<file path="src/spa_pkg.sv">
// Shared constants for the serial program access front end.
package spa_pkg;
    // Four-byte SPI instruction framing.
    localparam int SPI_FRAME_BYTES = 4;
    localparam int SPI_BYTE_BITS = 8;
    localparam logic [4:0] SPI_RESP_LOAD_BIT = 5'h17;
    localparam logic [4:0] SPI_LAST_BIT = 5'h1F;
    // SPI instruction bytes.
    localparam logic [7:0] SPI_UNLOCK_B1 = 8'hAC;
    localparam logic [7:0] SPI_UNLOCK_B2 = 8'h53;
    localparam logic [7:0] SPI_FUSE_HIGH_B1 = 8'h58;
    localparam logic [7:0] SPI_FUSE_EXT_B1 = 8'h50;
    localparam logic [7:0] SPI_FUSE_RD_B2 = 8'h08;
    localparam logic [7:0] SPI_CALIB_B1 = 8'h38;
    localparam logic [7:0] SPI_CALIB_B2_MASK = 8'hC0;
    localparam logic [7:0] SPI_POLL_B1 = 8'hF0;
    localparam logic [7:0] SPI_ZERO_BYTE = 8'h00;
    localparam logic [7:0] SPI_IDLE_RESP = 8'h00;
    // Fuse polarity: zero means programmed.
    localparam logic FUSE_PROGRAMMED = 1'b0;
    localparam logic SCAN_FUSE_FACTORY = FUSE_PROGRAMMED;
    // Chip clocks from reset low to clearing the disable bit.
    localparam logic [1:0] DISABLE_CLEAR_CYCLES = 2'h2;
    // Test port instruction register and data registers.
    localparam int IR_WIDTH = 4;
    localparam logic [3:0] IR_CAPTURE = 4'h1;
    localparam logic [3:0] IR_PROGRAM_UNLOCK_INSTRUCTION = 4'h4;
    localparam logic [3:0] IR_BYPASS = 4'hF;
    localparam int UNLOCK_WIDTH = 16;
    localparam logic [15:0] UNLOCK_SIGNATURE = 16'hA370;
    localparam logic [15:0] UNLOCK_RESET = 16'h0000;

    typedef enum logic [3:0] {
        TAP_RESET, TAP_IDLE, TAP_SEL_DR, TAP_CAP_DR, TAP_SHIFT_DR, TAP_EXIT1_DR,
        TAP_PAUSE_DR, TAP_EXIT2_DR, TAP_UPD_DR, TAP_SEL_IR, TAP_CAP_IR,
        TAP_SHIFT_IR, TAP_EXIT1_IR, TAP_PAUSE_IR, TAP_EXIT2_IR, TAP_UPD_IR
    } spa_tap_type;
endpackage : spa_pkg

</file>
<file path="src/spa_pin_sync.sv">
// Two-flop synchroniser with edge detection for a group of pin inputs.
`timescale 1ns/100ps
module spa_pin_sync #(
    parameter int WIDTH = 1
) (
    // Clock and reset
    input wire logic clk,
    input wire logic rst,
    // Raw pins
    input wire logic [WIDTH-1:0] pin,
    // Synchronised level and edges
    output logic [WIDTH-1:0] level,
    output logic [WIDTH-1:0] rise,
    output logic [WIDTH-1:0] fall
);
    logic [WIDTH-1:0] meta;
    logic [WIDTH-1:0] stage;
    logic [WIDTH-1:0] last;

    // Edges come from the second stage, never the metastable first.
    always_ff @(posedge clk or posedge rst) begin
        if (rst) begin
            meta <= '0;
            stage <= '0;
            last <= '0;
        end else begin
            meta <= pin;
            stage <= meta;
            last <= stage;
        end
    end

    assign level = stage;
    assign rise = stage & ~last;
    assign fall = ~stage & last;
endmodule : spa_pin_sync

</file>
<file path="src/spa_serial_program_access.sv">
// Serial program access front end: SPI decoder and test port programming.
//
// Operation
// - Read 58 08 returns the high fuse byte.
// - Read 50 08 returns the extended fuse bits.
// - Read 38 with byte three zero returns the calibration byte.
// - Poll F0 00 returns the pending flag in bit zero.
// - Fields sit in their marked places; x positions are ignored.
// - Test port programming needs fuse programmed and disable bit cleared.
// - The enable fuse leaves the factory programmed.
// - Disable bit set with reset low clears it two chip clocks later.
// - Every test port shift register moves least significant bit first.
// - Instruction register is four bits, sixteen codes.
// - Each instruction selects one data register between data in and out.
// - Run-Test/Idle makes internal clocks and serves as idle point.
// - Enable instruction AC 53 under reset low unlocks SPI programming.
// - Unlock register must match the signature; cleared at power-on.
`timescale 1ns/100ps
module spa_serial_program_access (
    // Clock and reset
    input wire logic clk,
    input wire logic rst,
    // SPI programming pins
    input wire logic spi_sck,
    input wire logic spi_mosi,
    input wire logic reset_pin_n,
    output logic spi_miso,
    // Test port pins
    input wire logic tck,
    input wire logic tms,
    input wire logic tdi,
    output logic tdo,
    output logic tdo_oe_n,
    // Device state read by the instructions
    input wire logic [7:0] fuse_high,
    input wire logic [7:0] fuse_ext,
    input wire logic [7:0] calib_byte,
    input wire logic operation_pending_flag,
    input wire logic scan_port_enable_fuse,
    // Software access to the disable bit of the control/status register
    input wire logic scan_port_disable_set,
    input wire logic scan_port_disable_clear,
    output logic scan_port_disable_bit,
    // Status
    output logic spi_prog_enabled,
    output logic spi_instr_done,
    output logic [31:0] spi_instr,
    output logic scan_prog_allowed,
    output logic scan_prog_enabled,
    output logic [3:0] scan_instr,
    output logic run_idle_clock
);
    logic [5:0] pin_level;
    logic [5:0] pin_rise;
    logic [5:0] pin_fall;
    logic sck_rise;
    logic sck_fall;
    logic mosi_in;
    logic reset_low;
    logic tck_rise;
    logic tck_fall;
    logic tms_in;
    logic tdi_in;

    // Reset enters inverted so a cleared synchroniser reads it released.
    spa_pin_sync #(.WIDTH(6)) u_sync (
        .clk(clk),
        .rst(rst),
        .pin({tdi, tms, tck, ~reset_pin_n, spi_mosi, spi_sck}),
        .level(pin_level),
        .rise(pin_rise),
        .fall(pin_fall)
    );

    assign sck_rise = pin_rise[0];
    assign sck_fall = pin_fall[0];
    assign mosi_in = pin_level[1];
    assign reset_low = pin_level[2];
    assign tck_rise = pin_rise[3];
    assign tck_fall = pin_fall[3];
    assign tms_in = pin_level[4];
    assign tdi_in = pin_level[5];

    // Response byte for the fourth byte, chosen from the first three.
    function automatic logic [7:0] spa_response(input logic [23:0] head, input logic [7:0] fh, fe, cal,
                                                input logic busy);
        logic [7:0] b1;
        logic [7:0] b2;
        logic [7:0] b3;
        b1 = head[23:16];
        b2 = head[15:8];
        b3 = head[7:0];
        spa_response = spa_pkg::SPI_IDLE_RESP;
        if (b1 == spa_pkg::SPI_FUSE_HIGH_B1 && b2 == spa_pkg::SPI_FUSE_RD_B2) begin
            spa_response = fh;
        end else if (b1 == spa_pkg::SPI_FUSE_EXT_B1 && b2 == spa_pkg::SPI_FUSE_RD_B2) begin
            spa_response = fe;
        end else if (b1 == spa_pkg::SPI_CALIB_B1 && (b2 & spa_pkg::SPI_CALIB_B2_MASK) == spa_pkg::SPI_ZERO_BYTE
                     && b3 == spa_pkg::SPI_ZERO_BYTE) begin
            spa_response = cal;
        end else if (b1 == spa_pkg::SPI_POLL_B1 && b2 == spa_pkg::SPI_ZERO_BYTE) begin
            spa_response = {7'h00, busy};
        end
    endfunction : spa_response

    // SPI frame state.
    logic [4:0] bit_count;
    logic [31:0] in_shift;
    logic [7:0] out_shift;
    logic next_miso;
    logic [4:0] next_bit_count;
    logic [31:0] next_in_shift;
    logic [7:0] next_out_shift;
    logic next_spi_prog_enabled;
    logic next_spi_instr_done;
    logic [31:0] next_spi_instr;
    logic [31:0] shifted;

    always_comb begin
        shifted = {in_shift[30:0], mosi_in};
        next_bit_count = bit_count;
        next_in_shift = in_shift;
        next_out_shift = out_shift;
        next_miso = spi_miso;
        next_spi_prog_enabled = spi_prog_enabled;
        next_spi_instr_done = 1'b0;
        next_spi_instr = spi_instr;
        if (!reset_low) begin
            // Releasing reset ends programming and abandons any partial frame.
            next_bit_count = '0;
            next_in_shift = '0;
            next_out_shift = spa_pkg::SPI_IDLE_RESP;
            next_miso = 1'b0;
            next_spi_prog_enabled = 1'b0;
        end else begin
            if (sck_rise) begin
                next_in_shift = shifted;
                next_bit_count = bit_count + 5'h01;
                if (bit_count == spa_pkg::SPI_RESP_LOAD_BIT && spi_prog_enabled) begin
                    next_out_shift = spa_response(shifted[23:0], fuse_high, fuse_ext, calib_byte,
                                                  operation_pending_flag);
                end
                if (bit_count == spa_pkg::SPI_LAST_BIT) begin
                    next_bit_count = '0;
                    next_spi_instr_done = 1'b1;
                    next_spi_instr = shifted;
                    if (shifted[31:24] == spa_pkg::SPI_UNLOCK_B1 && shifted[23:16] == spa_pkg::SPI_UNLOCK_B2) begin
                        next_spi_prog_enabled = 1'b1;
                    end
                end
            end
            if (sck_fall) begin
                // Data changes on the falling edge, stable at the host's rising edge.
                next_miso = out_shift[7];
                next_out_shift = {out_shift[6:0], 1'b0};
            end
        end
    end

    always_ff @(posedge clk or posedge rst) begin
        if (rst) begin
            bit_count <= '0;
            in_shift <= '0;
            out_shift <= spa_pkg::SPI_IDLE_RESP;
            spi_miso <= 1'b0;
            spi_prog_enabled <= 1'b0;
            spi_instr_done <= 1'b0;
            spi_instr <= '0;
        end else begin
            bit_count <= next_bit_count;
            in_shift <= next_in_shift;
            out_shift <= next_out_shift;
            spi_miso <= next_miso;
            spi_prog_enabled <= next_spi_prog_enabled;
            spi_instr_done <= next_spi_instr_done;
            spi_instr <= next_spi_instr;
        end
    end

    // Disable bit of the control/status register.
    logic [1:0] clear_count;
    logic next_disable;
    logic [1:0] next_clear_count;

    always_comb begin
        next_disable = scan_port_disable_bit;
        next_clear_count = '0;
        if (scan_port_disable_bit && reset_low) begin
            next_clear_count = clear_count + 2'h1;
            if (next_clear_count == spa_pkg::DISABLE_CLEAR_CYCLES) begin
                next_disable = 1'b0;
                next_clear_count = '0;
            end
        end
        if (scan_port_disable_clear) begin
            next_disable = 1'b0;
        end
        if (scan_port_disable_set) begin
            next_disable = 1'b1;
        end
    end

    always_ff @(posedge clk or posedge rst) begin
        if (rst) begin
            scan_port_disable_bit <= 1'b0;
            clear_count <= '0;
        end else begin
            scan_port_disable_bit <= next_disable;
            clear_count <= next_clear_count;
        end
    end

    // The fuse is programmed when it reads zero, its factory state.
    assign scan_prog_allowed = (scan_port_enable_fuse == spa_pkg::SCAN_FUSE_FACTORY) && !scan_port_disable_bit;

    // Test access port controller, stepped on sampled test clock rises.
    spa_pkg::spa_tap_type tap_state;
    spa_pkg::spa_tap_type next_tap_state;
    logic [3:0] ir_shift;
    logic [15:0] unlock_reg;
    logic bypass_reg;
    logic next_tdo;
    logic next_tdo_oe_n;
    logic next_run_idle_clock;
    logic next_scan_prog_enabled;
    logic [3:0] next_scan_instr;
    logic [3:0] next_ir_shift;
    logic [15:0] next_unlock_reg;
    logic next_bypass_reg;

    always_comb begin
        next_tap_state = tap_state;
        next_ir_shift = ir_shift;
        next_unlock_reg = unlock_reg;
        next_bypass_reg = bypass_reg;
        next_scan_instr = scan_instr;
        next_scan_prog_enabled = scan_prog_enabled;
        next_tdo = tdo;
        next_tdo_oe_n = tdo_oe_n;
        next_run_idle_clock = 1'b0;
        if (!scan_prog_allowed) begin
            // With the port withheld the controller stays reset.
            next_tap_state = spa_pkg::TAP_RESET;
            next_scan_instr = spa_pkg::IR_BYPASS;
            next_scan_prog_enabled = 1'b0;
            next_tdo_oe_n = 1'b1;
        end else begin
            if (tck_rise) begin
                unique case (tap_state)
                    spa_pkg::TAP_RESET: next_tap_state = tms_in ? spa_pkg::TAP_RESET : spa_pkg::TAP_IDLE;
                    spa_pkg::TAP_IDLE: next_tap_state = tms_in ? spa_pkg::TAP_SEL_DR : spa_pkg::TAP_IDLE;
                    spa_pkg::TAP_SEL_DR: next_tap_state = tms_in ? spa_pkg::TAP_SEL_IR : spa_pkg::TAP_CAP_DR;
                    spa_pkg::TAP_CAP_DR: next_tap_state = tms_in ? spa_pkg::TAP_EXIT1_DR : spa_pkg::TAP_SHIFT_DR;
                    spa_pkg::TAP_SHIFT_DR: next_tap_state = tms_in ? spa_pkg::TAP_EXIT1_DR : spa_pkg::TAP_SHIFT_DR;
                    spa_pkg::TAP_EXIT1_DR: next_tap_state = tms_in ? spa_pkg::TAP_UPD_DR : spa_pkg::TAP_PAUSE_DR;
                    spa_pkg::TAP_PAUSE_DR: next_tap_state = tms_in ? spa_pkg::TAP_EXIT2_DR : spa_pkg::TAP_PAUSE_DR;
                    spa_pkg::TAP_EXIT2_DR: next_tap_state = tms_in ? spa_pkg::TAP_UPD_DR : spa_pkg::TAP_SHIFT_DR;
                    spa_pkg::TAP_UPD_DR: next_tap_state = tms_in ? spa_pkg::TAP_SEL_DR : spa_pkg::TAP_IDLE;
                    spa_pkg::TAP_SEL_IR: next_tap_state = tms_in ? spa_pkg::TAP_RESET : spa_pkg::TAP_CAP_IR;
                    spa_pkg::TAP_CAP_IR: next_tap_state = tms_in ? spa_pkg::TAP_EXIT1_IR : spa_pkg::TAP_SHIFT_IR;
                    spa_pkg::TAP_SHIFT_IR: next_tap_state = tms_in ? spa_pkg::TAP_EXIT1_IR : spa_pkg::TAP_SHIFT_IR;
                    spa_pkg::TAP_EXIT1_IR: next_tap_state = tms_in ? spa_pkg::TAP_UPD_IR : spa_pkg::TAP_PAUSE_IR;
                    spa_pkg::TAP_PAUSE_IR: next_tap_state = tms_in ? spa_pkg::TAP_EXIT2_IR : spa_pkg::TAP_PAUSE_IR;
                    spa_pkg::TAP_EXIT2_IR: next_tap_state = tms_in ? spa_pkg::TAP_UPD_IR : spa_pkg::TAP_SHIFT_IR;
                    spa_pkg::TAP_UPD_IR: next_tap_state = tms_in ? spa_pkg::TAP_SEL_DR : spa_pkg::TAP_IDLE;
                endcase
                unique case (tap_state)
                    spa_pkg::TAP_RESET: next_scan_instr = spa_pkg::IR_BYPASS;
                    spa_pkg::TAP_IDLE: next_run_idle_clock = 1'b1;
                    spa_pkg::TAP_CAP_IR: next_ir_shift = spa_pkg::IR_CAPTURE;
                    spa_pkg::TAP_SHIFT_IR: next_ir_shift = {tdi_in, ir_shift[3:1]};
                    spa_pkg::TAP_UPD_IR: next_scan_instr = ir_shift;
                    spa_pkg::TAP_CAP_DR: next_bypass_reg = 1'b0;
                    spa_pkg::TAP_SHIFT_DR: begin
                        if (scan_instr == spa_pkg::IR_PROGRAM_UNLOCK_INSTRUCTION) begin
                            next_unlock_reg = {tdi_in, unlock_reg[15:1]};
                        end else begin
                            next_bypass_reg = tdi_in;
                        end
                    end
                    spa_pkg::TAP_UPD_DR: begin
                        if (scan_instr == spa_pkg::IR_PROGRAM_UNLOCK_INSTRUCTION) begin
                            next_scan_prog_enabled = (unlock_reg == spa_pkg::UNLOCK_SIGNATURE);
                        end
                    end
                    default: next_run_idle_clock = 1'b0;
                endcase
            end
            if (tck_fall) begin
                // Output changes on the falling edge, ahead of the host's sample.
                next_tdo_oe_n = 1'b1;
                if (tap_state == spa_pkg::TAP_SHIFT_IR) begin
                    next_tdo = ir_shift[0];
                    next_tdo_oe_n = 1'b0;
                end else if (tap_state == spa_pkg::TAP_SHIFT_DR) begin
                    next_tdo = (scan_instr == spa_pkg::IR_PROGRAM_UNLOCK_INSTRUCTION) ? unlock_reg[0] : bypass_reg;
                    next_tdo_oe_n = 1'b0;
                end
            end
        end
    end

    always_ff @(posedge clk or posedge rst) begin
        if (rst) begin
            tap_state <= spa_pkg::TAP_RESET;
            ir_shift <= spa_pkg::IR_CAPTURE;
            unlock_reg <= spa_pkg::UNLOCK_RESET;
            bypass_reg <= 1'b0;
            scan_instr <= spa_pkg::IR_BYPASS;
            scan_prog_enabled <= 1'b0;
            tdo <= 1'b0;
            tdo_oe_n <= 1'b1;
            run_idle_clock <= 1'b0;
        end else begin
            tap_state <= next_tap_state;
            ir_shift <= next_ir_shift;
            unlock_reg <= next_unlock_reg;
            bypass_reg <= next_bypass_reg;
            scan_instr <= next_scan_instr;
            scan_prog_enabled <= next_scan_prog_enabled;
            tdo <= next_tdo;
            tdo_oe_n <= next_tdo_oe_n;
            run_idle_clock <= next_run_idle_clock;
        end
    end
endmodule : spa_serial_program_access

</file>
<file path="config.mk">
export PLATFORM = sky130hd
export DESIGN_NAME = spa_serial_program_access
export DESIGN_NICKNAME = d
export VERILOG_FILES = /design/src/spa_pkg.sv /design/src/spa_pin_sync.sv /design/src/spa_serial_program_access.sv
export SDC_FILE = /design/constraint.sdc
export NUM_CORES = 1
export LEC_CHECK = 0
export ABC_AREA = 1
export BUFFER_PORTS_ARGS = -buffer_cell sky130_fd_sc_hd__clkbuf_2
export CAP_MARGIN = 0
export CORE_ASPECT_RATIO = 1.4
export CORE_UTILIZATION = 25
export CTS_BUF_LIST = sky130_fd_sc_hd__clkbuf_8
export DETAILED_ROUTE_END_ITERATION = 12
export PLACE_DENSITY = 0.48
export SLEW_MARGIN = 20
export SYNTH_ARGS = -nofsm -noshare
export SYNTH_HDL_FRONTEND = slang
export SYNTH_SLANG_ARGS = --single-unit
</file>
<file path="constraint.sdc">
create_clock -name clk -period 4.2 [get_ports clk]
set_input_delay 0.21 -clock clk [delete_from_list [all_inputs] [get_ports clk]]
set_output_delay 0.21 -clock clk [all_outputs]
set_load 0.02 [all_outputs]
</file>
==> flow_summary.json <==
{
  "ctsRootBufferMaster": "clkbuf_8",
  "drc": 0,
  "finalWeightedCongestion": 0.860,
  "max_freq_ghz": 0.480,
  "r2r-end": "out_shift[0]",
  "cp-end-kind": "flop",
  "wl_mm": 14.0,
  "rsz0062_at_grt": "false",
  "crit_fanout": 15,
  "wl_per_cell_um": 13.5,
  "netlist_instances": 635,
  "cp_slowest_cell": "a21oi_1",
  "dp_hpwl_mm": 10.0,
  "finalHoldViolCount": 0,
  "worst_ir_drop_vdd_uv": 173,
  "yosysUniqueCellTypes": 34,
  "gr-total-overflow": 0,
  "start_util": 0.256,
  "outcome": "complete, no violations",
  "first_global_vias": 4472,
  "diodes": 0,
  "first_pass_iters": 4,
  "drive_above_1_share": 0.209,
  "fin_tns_setup_ns": 0,
  "cts_tree": "built",
  "fp-row-count": 64,
  "numCtsBuffers": 17,
  "ant_nets": 0,
  "syn_avg_cell_area_um2": 8.85,
  "critPathTopFamily": "compound AO/OA/AOI/OAI gates",
  "synth-seq-cells": 129,
  "skew_ns": 0.0129,
  "antenna_found_initial": 0,
  "path_clk_slew_ns": 0.08,
  "slew_violations": 0,
  "place.port_buffers": 80,
  "clock_latency_ns": 0.44,
  "clock_sinks": 129,
  "synth_area_um2": 5620,
  "final-setup-viol-count": 0,
  "die_x_um": 129,
  "maxCapViolCount": 0,
  "ys_warn_count": 0,
  "nets": 769,
  "grt_max_degree": 99,
  "largest_reg_flops": 32,
  "crit_required_ns": 4.58,
  "n_fill_cell": 2412,
  "path_cells": "inv_1 > ha_1 > inv_1 > o21ai_0 > a21oi_1 > nand2_1 > nand2_1",
  "drt_iter0_markers": 205,
  "hold_path.class": "in -> reg",
  "vias_per_cell": 4.27,
  "synthToLayoutAreaGrowth_pct": 21.7,
  "die_area_um2": 23100,
  "cp.buffers_inverters": 2,
  "crit_type": "reg -> reg",
  "synth_fp_nets": 675,
  "crit_path_end": "out_shift[0]",
  "start_kind": "flop",
  "die_y_um": 179,
  "r2r.worst_path.cells": 7,
  "fin_crit_ns": 2.08,
  "grtUsageTotal": 0.130,
  "slew_headroom": 0.312,
  "timing.critical_path.slowest_cell_delay_ns": 0.59,
  "rrSetupSlack_ns": 2.12,
  "grt_first_pass_wirelength_mm": 23.2,
  "synth-main-ff-cell": "dfrtp_1",
  "hold_ws_ns": 0.109,
  "ios": 81,
  "seq_area_frac_synth": 0.575,
  "whs_path_depth": 4,
  "num_vias": 4433,
  "worstSetupStartpoint": "u_sync.level[0]",
  "synth_edf_count": 0,
  "final.period_utilization": 0.496,
  "arrival_ns": 2.46,
  "cts_setup_buffers": 0,
  "critical_path_depth": 7,
  "synthArstFlopShare": 1.00,
  "htreeDepth": 4,
  "p_leak_nw": 3.44,
  "worst_pin_slew_ns": 1.03,
  "powerDensity_nw_per_um2": 369,
  "clockBufferDepth": 2,
  "r2r_start": "u_sync.level[0]",
  "core_area_um2": 21900
}
## cells in the final DEF, fill, tap and decap left out, drive strengths merged, types with 2 or more instances in the layout
master | Yosys | routed
nor2 | 68 | 68
o22ai | 31 | 31
dfrtp | 123 | 123
nor3 | 4 | 4
nand3 | 52 | 52
inv | 81 | 87
o31ai | 2 | 2
buf | 9 | 2
dlygate4sd3 | 0 | 9
a21oi | 12 | 12
clkbuf | 7 | 97
nand2 | 148 | 148
ha | 4 | 4
dfstp | 6 | 6
nand4 | 8 | 8
bufinv | 0 | 3
nor4 | 2 | 2
o21ai | 72 | 72
clkinv | 0 | 6
## cell usage after synthesis (all sizes together) (2+ instances only)
library cell	instances	share of area
buf	9	0.0098
clkbuf	7	0.0047
dfstp	6	0.028
dfrtp	123	0.55
nand2	148	0.10
nand4	8	0.0089
nor3	4	0.0036
o22ai	31	0.034
inv	81	0.054
nor2	68	0.056
nor4	2	0.0022
o21ai	72	0.069
ha	4	0.0089
nand3	52	0.046
a21oi	12	0.013
o31ai	2	0.0027
## tightest hold or removal path: stages
cell and delay [ns]:
clkbuf_2 0.10, nor2_4 0.07, nand3_1 0.08, nand2_1 0.05
## worst min path at each step
| stage | start | endpoint | slack [ns] |
|---|---|---|---|
| after floorplan | spi_sck | u_sync.meta[0] | 0.24 |
| after global placement | spi_mosi | u_sync.meta[1] | 0.32 |
| after detailed placement | spi_mosi | u_sync.meta[1] | 0.32 |
| after CTS | scan_port_enable_fuse | scan_prog_enabled | 0.09 |
| after global routing | scan_port_enable_fuse | scan_prog_enabled | 0.11 |
| final | scan_port_enable_fuse | scan_prog_enabled | 0.11 |
## kinds of logic after synthesis
logic type | Yosys count | synth area share
AO/OA/AOI/OAI | 121 | 0.125
adder cells (fa/ha/maj) | 4 | 0.00890
buffers and inverters | 97 | 0.0685
flip-flops | 129 | 0.575
AND/OR/NAND/NOR | 284 | 0.223
## per-stage QoR
stage	instances	worst slack [ns]	power, mW	cell area, um^2	util
global route	1039	1.83	2.64	6840	0.312
detailed placement	998	1.85	1.42	6330	0.289
CTS	1039	1.82	2.57	6840	0.312
floorplan	635	0.559	1.37	5620	-
global placement	998	1.93	1.42	6330	0.289
finish	1039	2.12	2.53	6840	0.312
## where the power goes
part | internal (mW) | leakage (nW) | total [mW] | switching, mW
combinational | 0.0391 | 1.51 | 0.122 | 0.0829
clock | 0.595 | 0.218 | 1.13 | 0.531
sequential | 1.26 | 1.72 | 1.28 | 0.0159
total | 1.90 | 3.44 | 2.53 | 0.629
## layout make-up
cell class	instances	area (um^2)	share of cell area
Inverter	81	309	0.0452
Timing Repair Buffer	91	505	0.0739
Multi-Input combinational cell	409	2010	0.293
Tap cell	297	372	0.0543
Sequential cell	129	3240	0.473
Clock inverter	15	181	0.0265
Clock buffer	17	234	0.0342
## what timing repair did
action                     in CTS  in global routing
resized for setup               0                  0
hold endpoints to repair       23                  0
hold buffers                    9                  0
setup endpoints to repair       0                  0
## routing by layer
metal | global-route usage | vias up | part of all wire
li1 | - | 2263 | -
met1 | 0.162 | 2082 | 0.46
met2 | 0.215 | 72 | 0.50
met3 | 0.0333 | 16 | 0.031
met4 | 0.0438 | 0 | 0.015
met5 | 0 | - | 0
No activity file was read; power rests on OpenSTA's default activity.
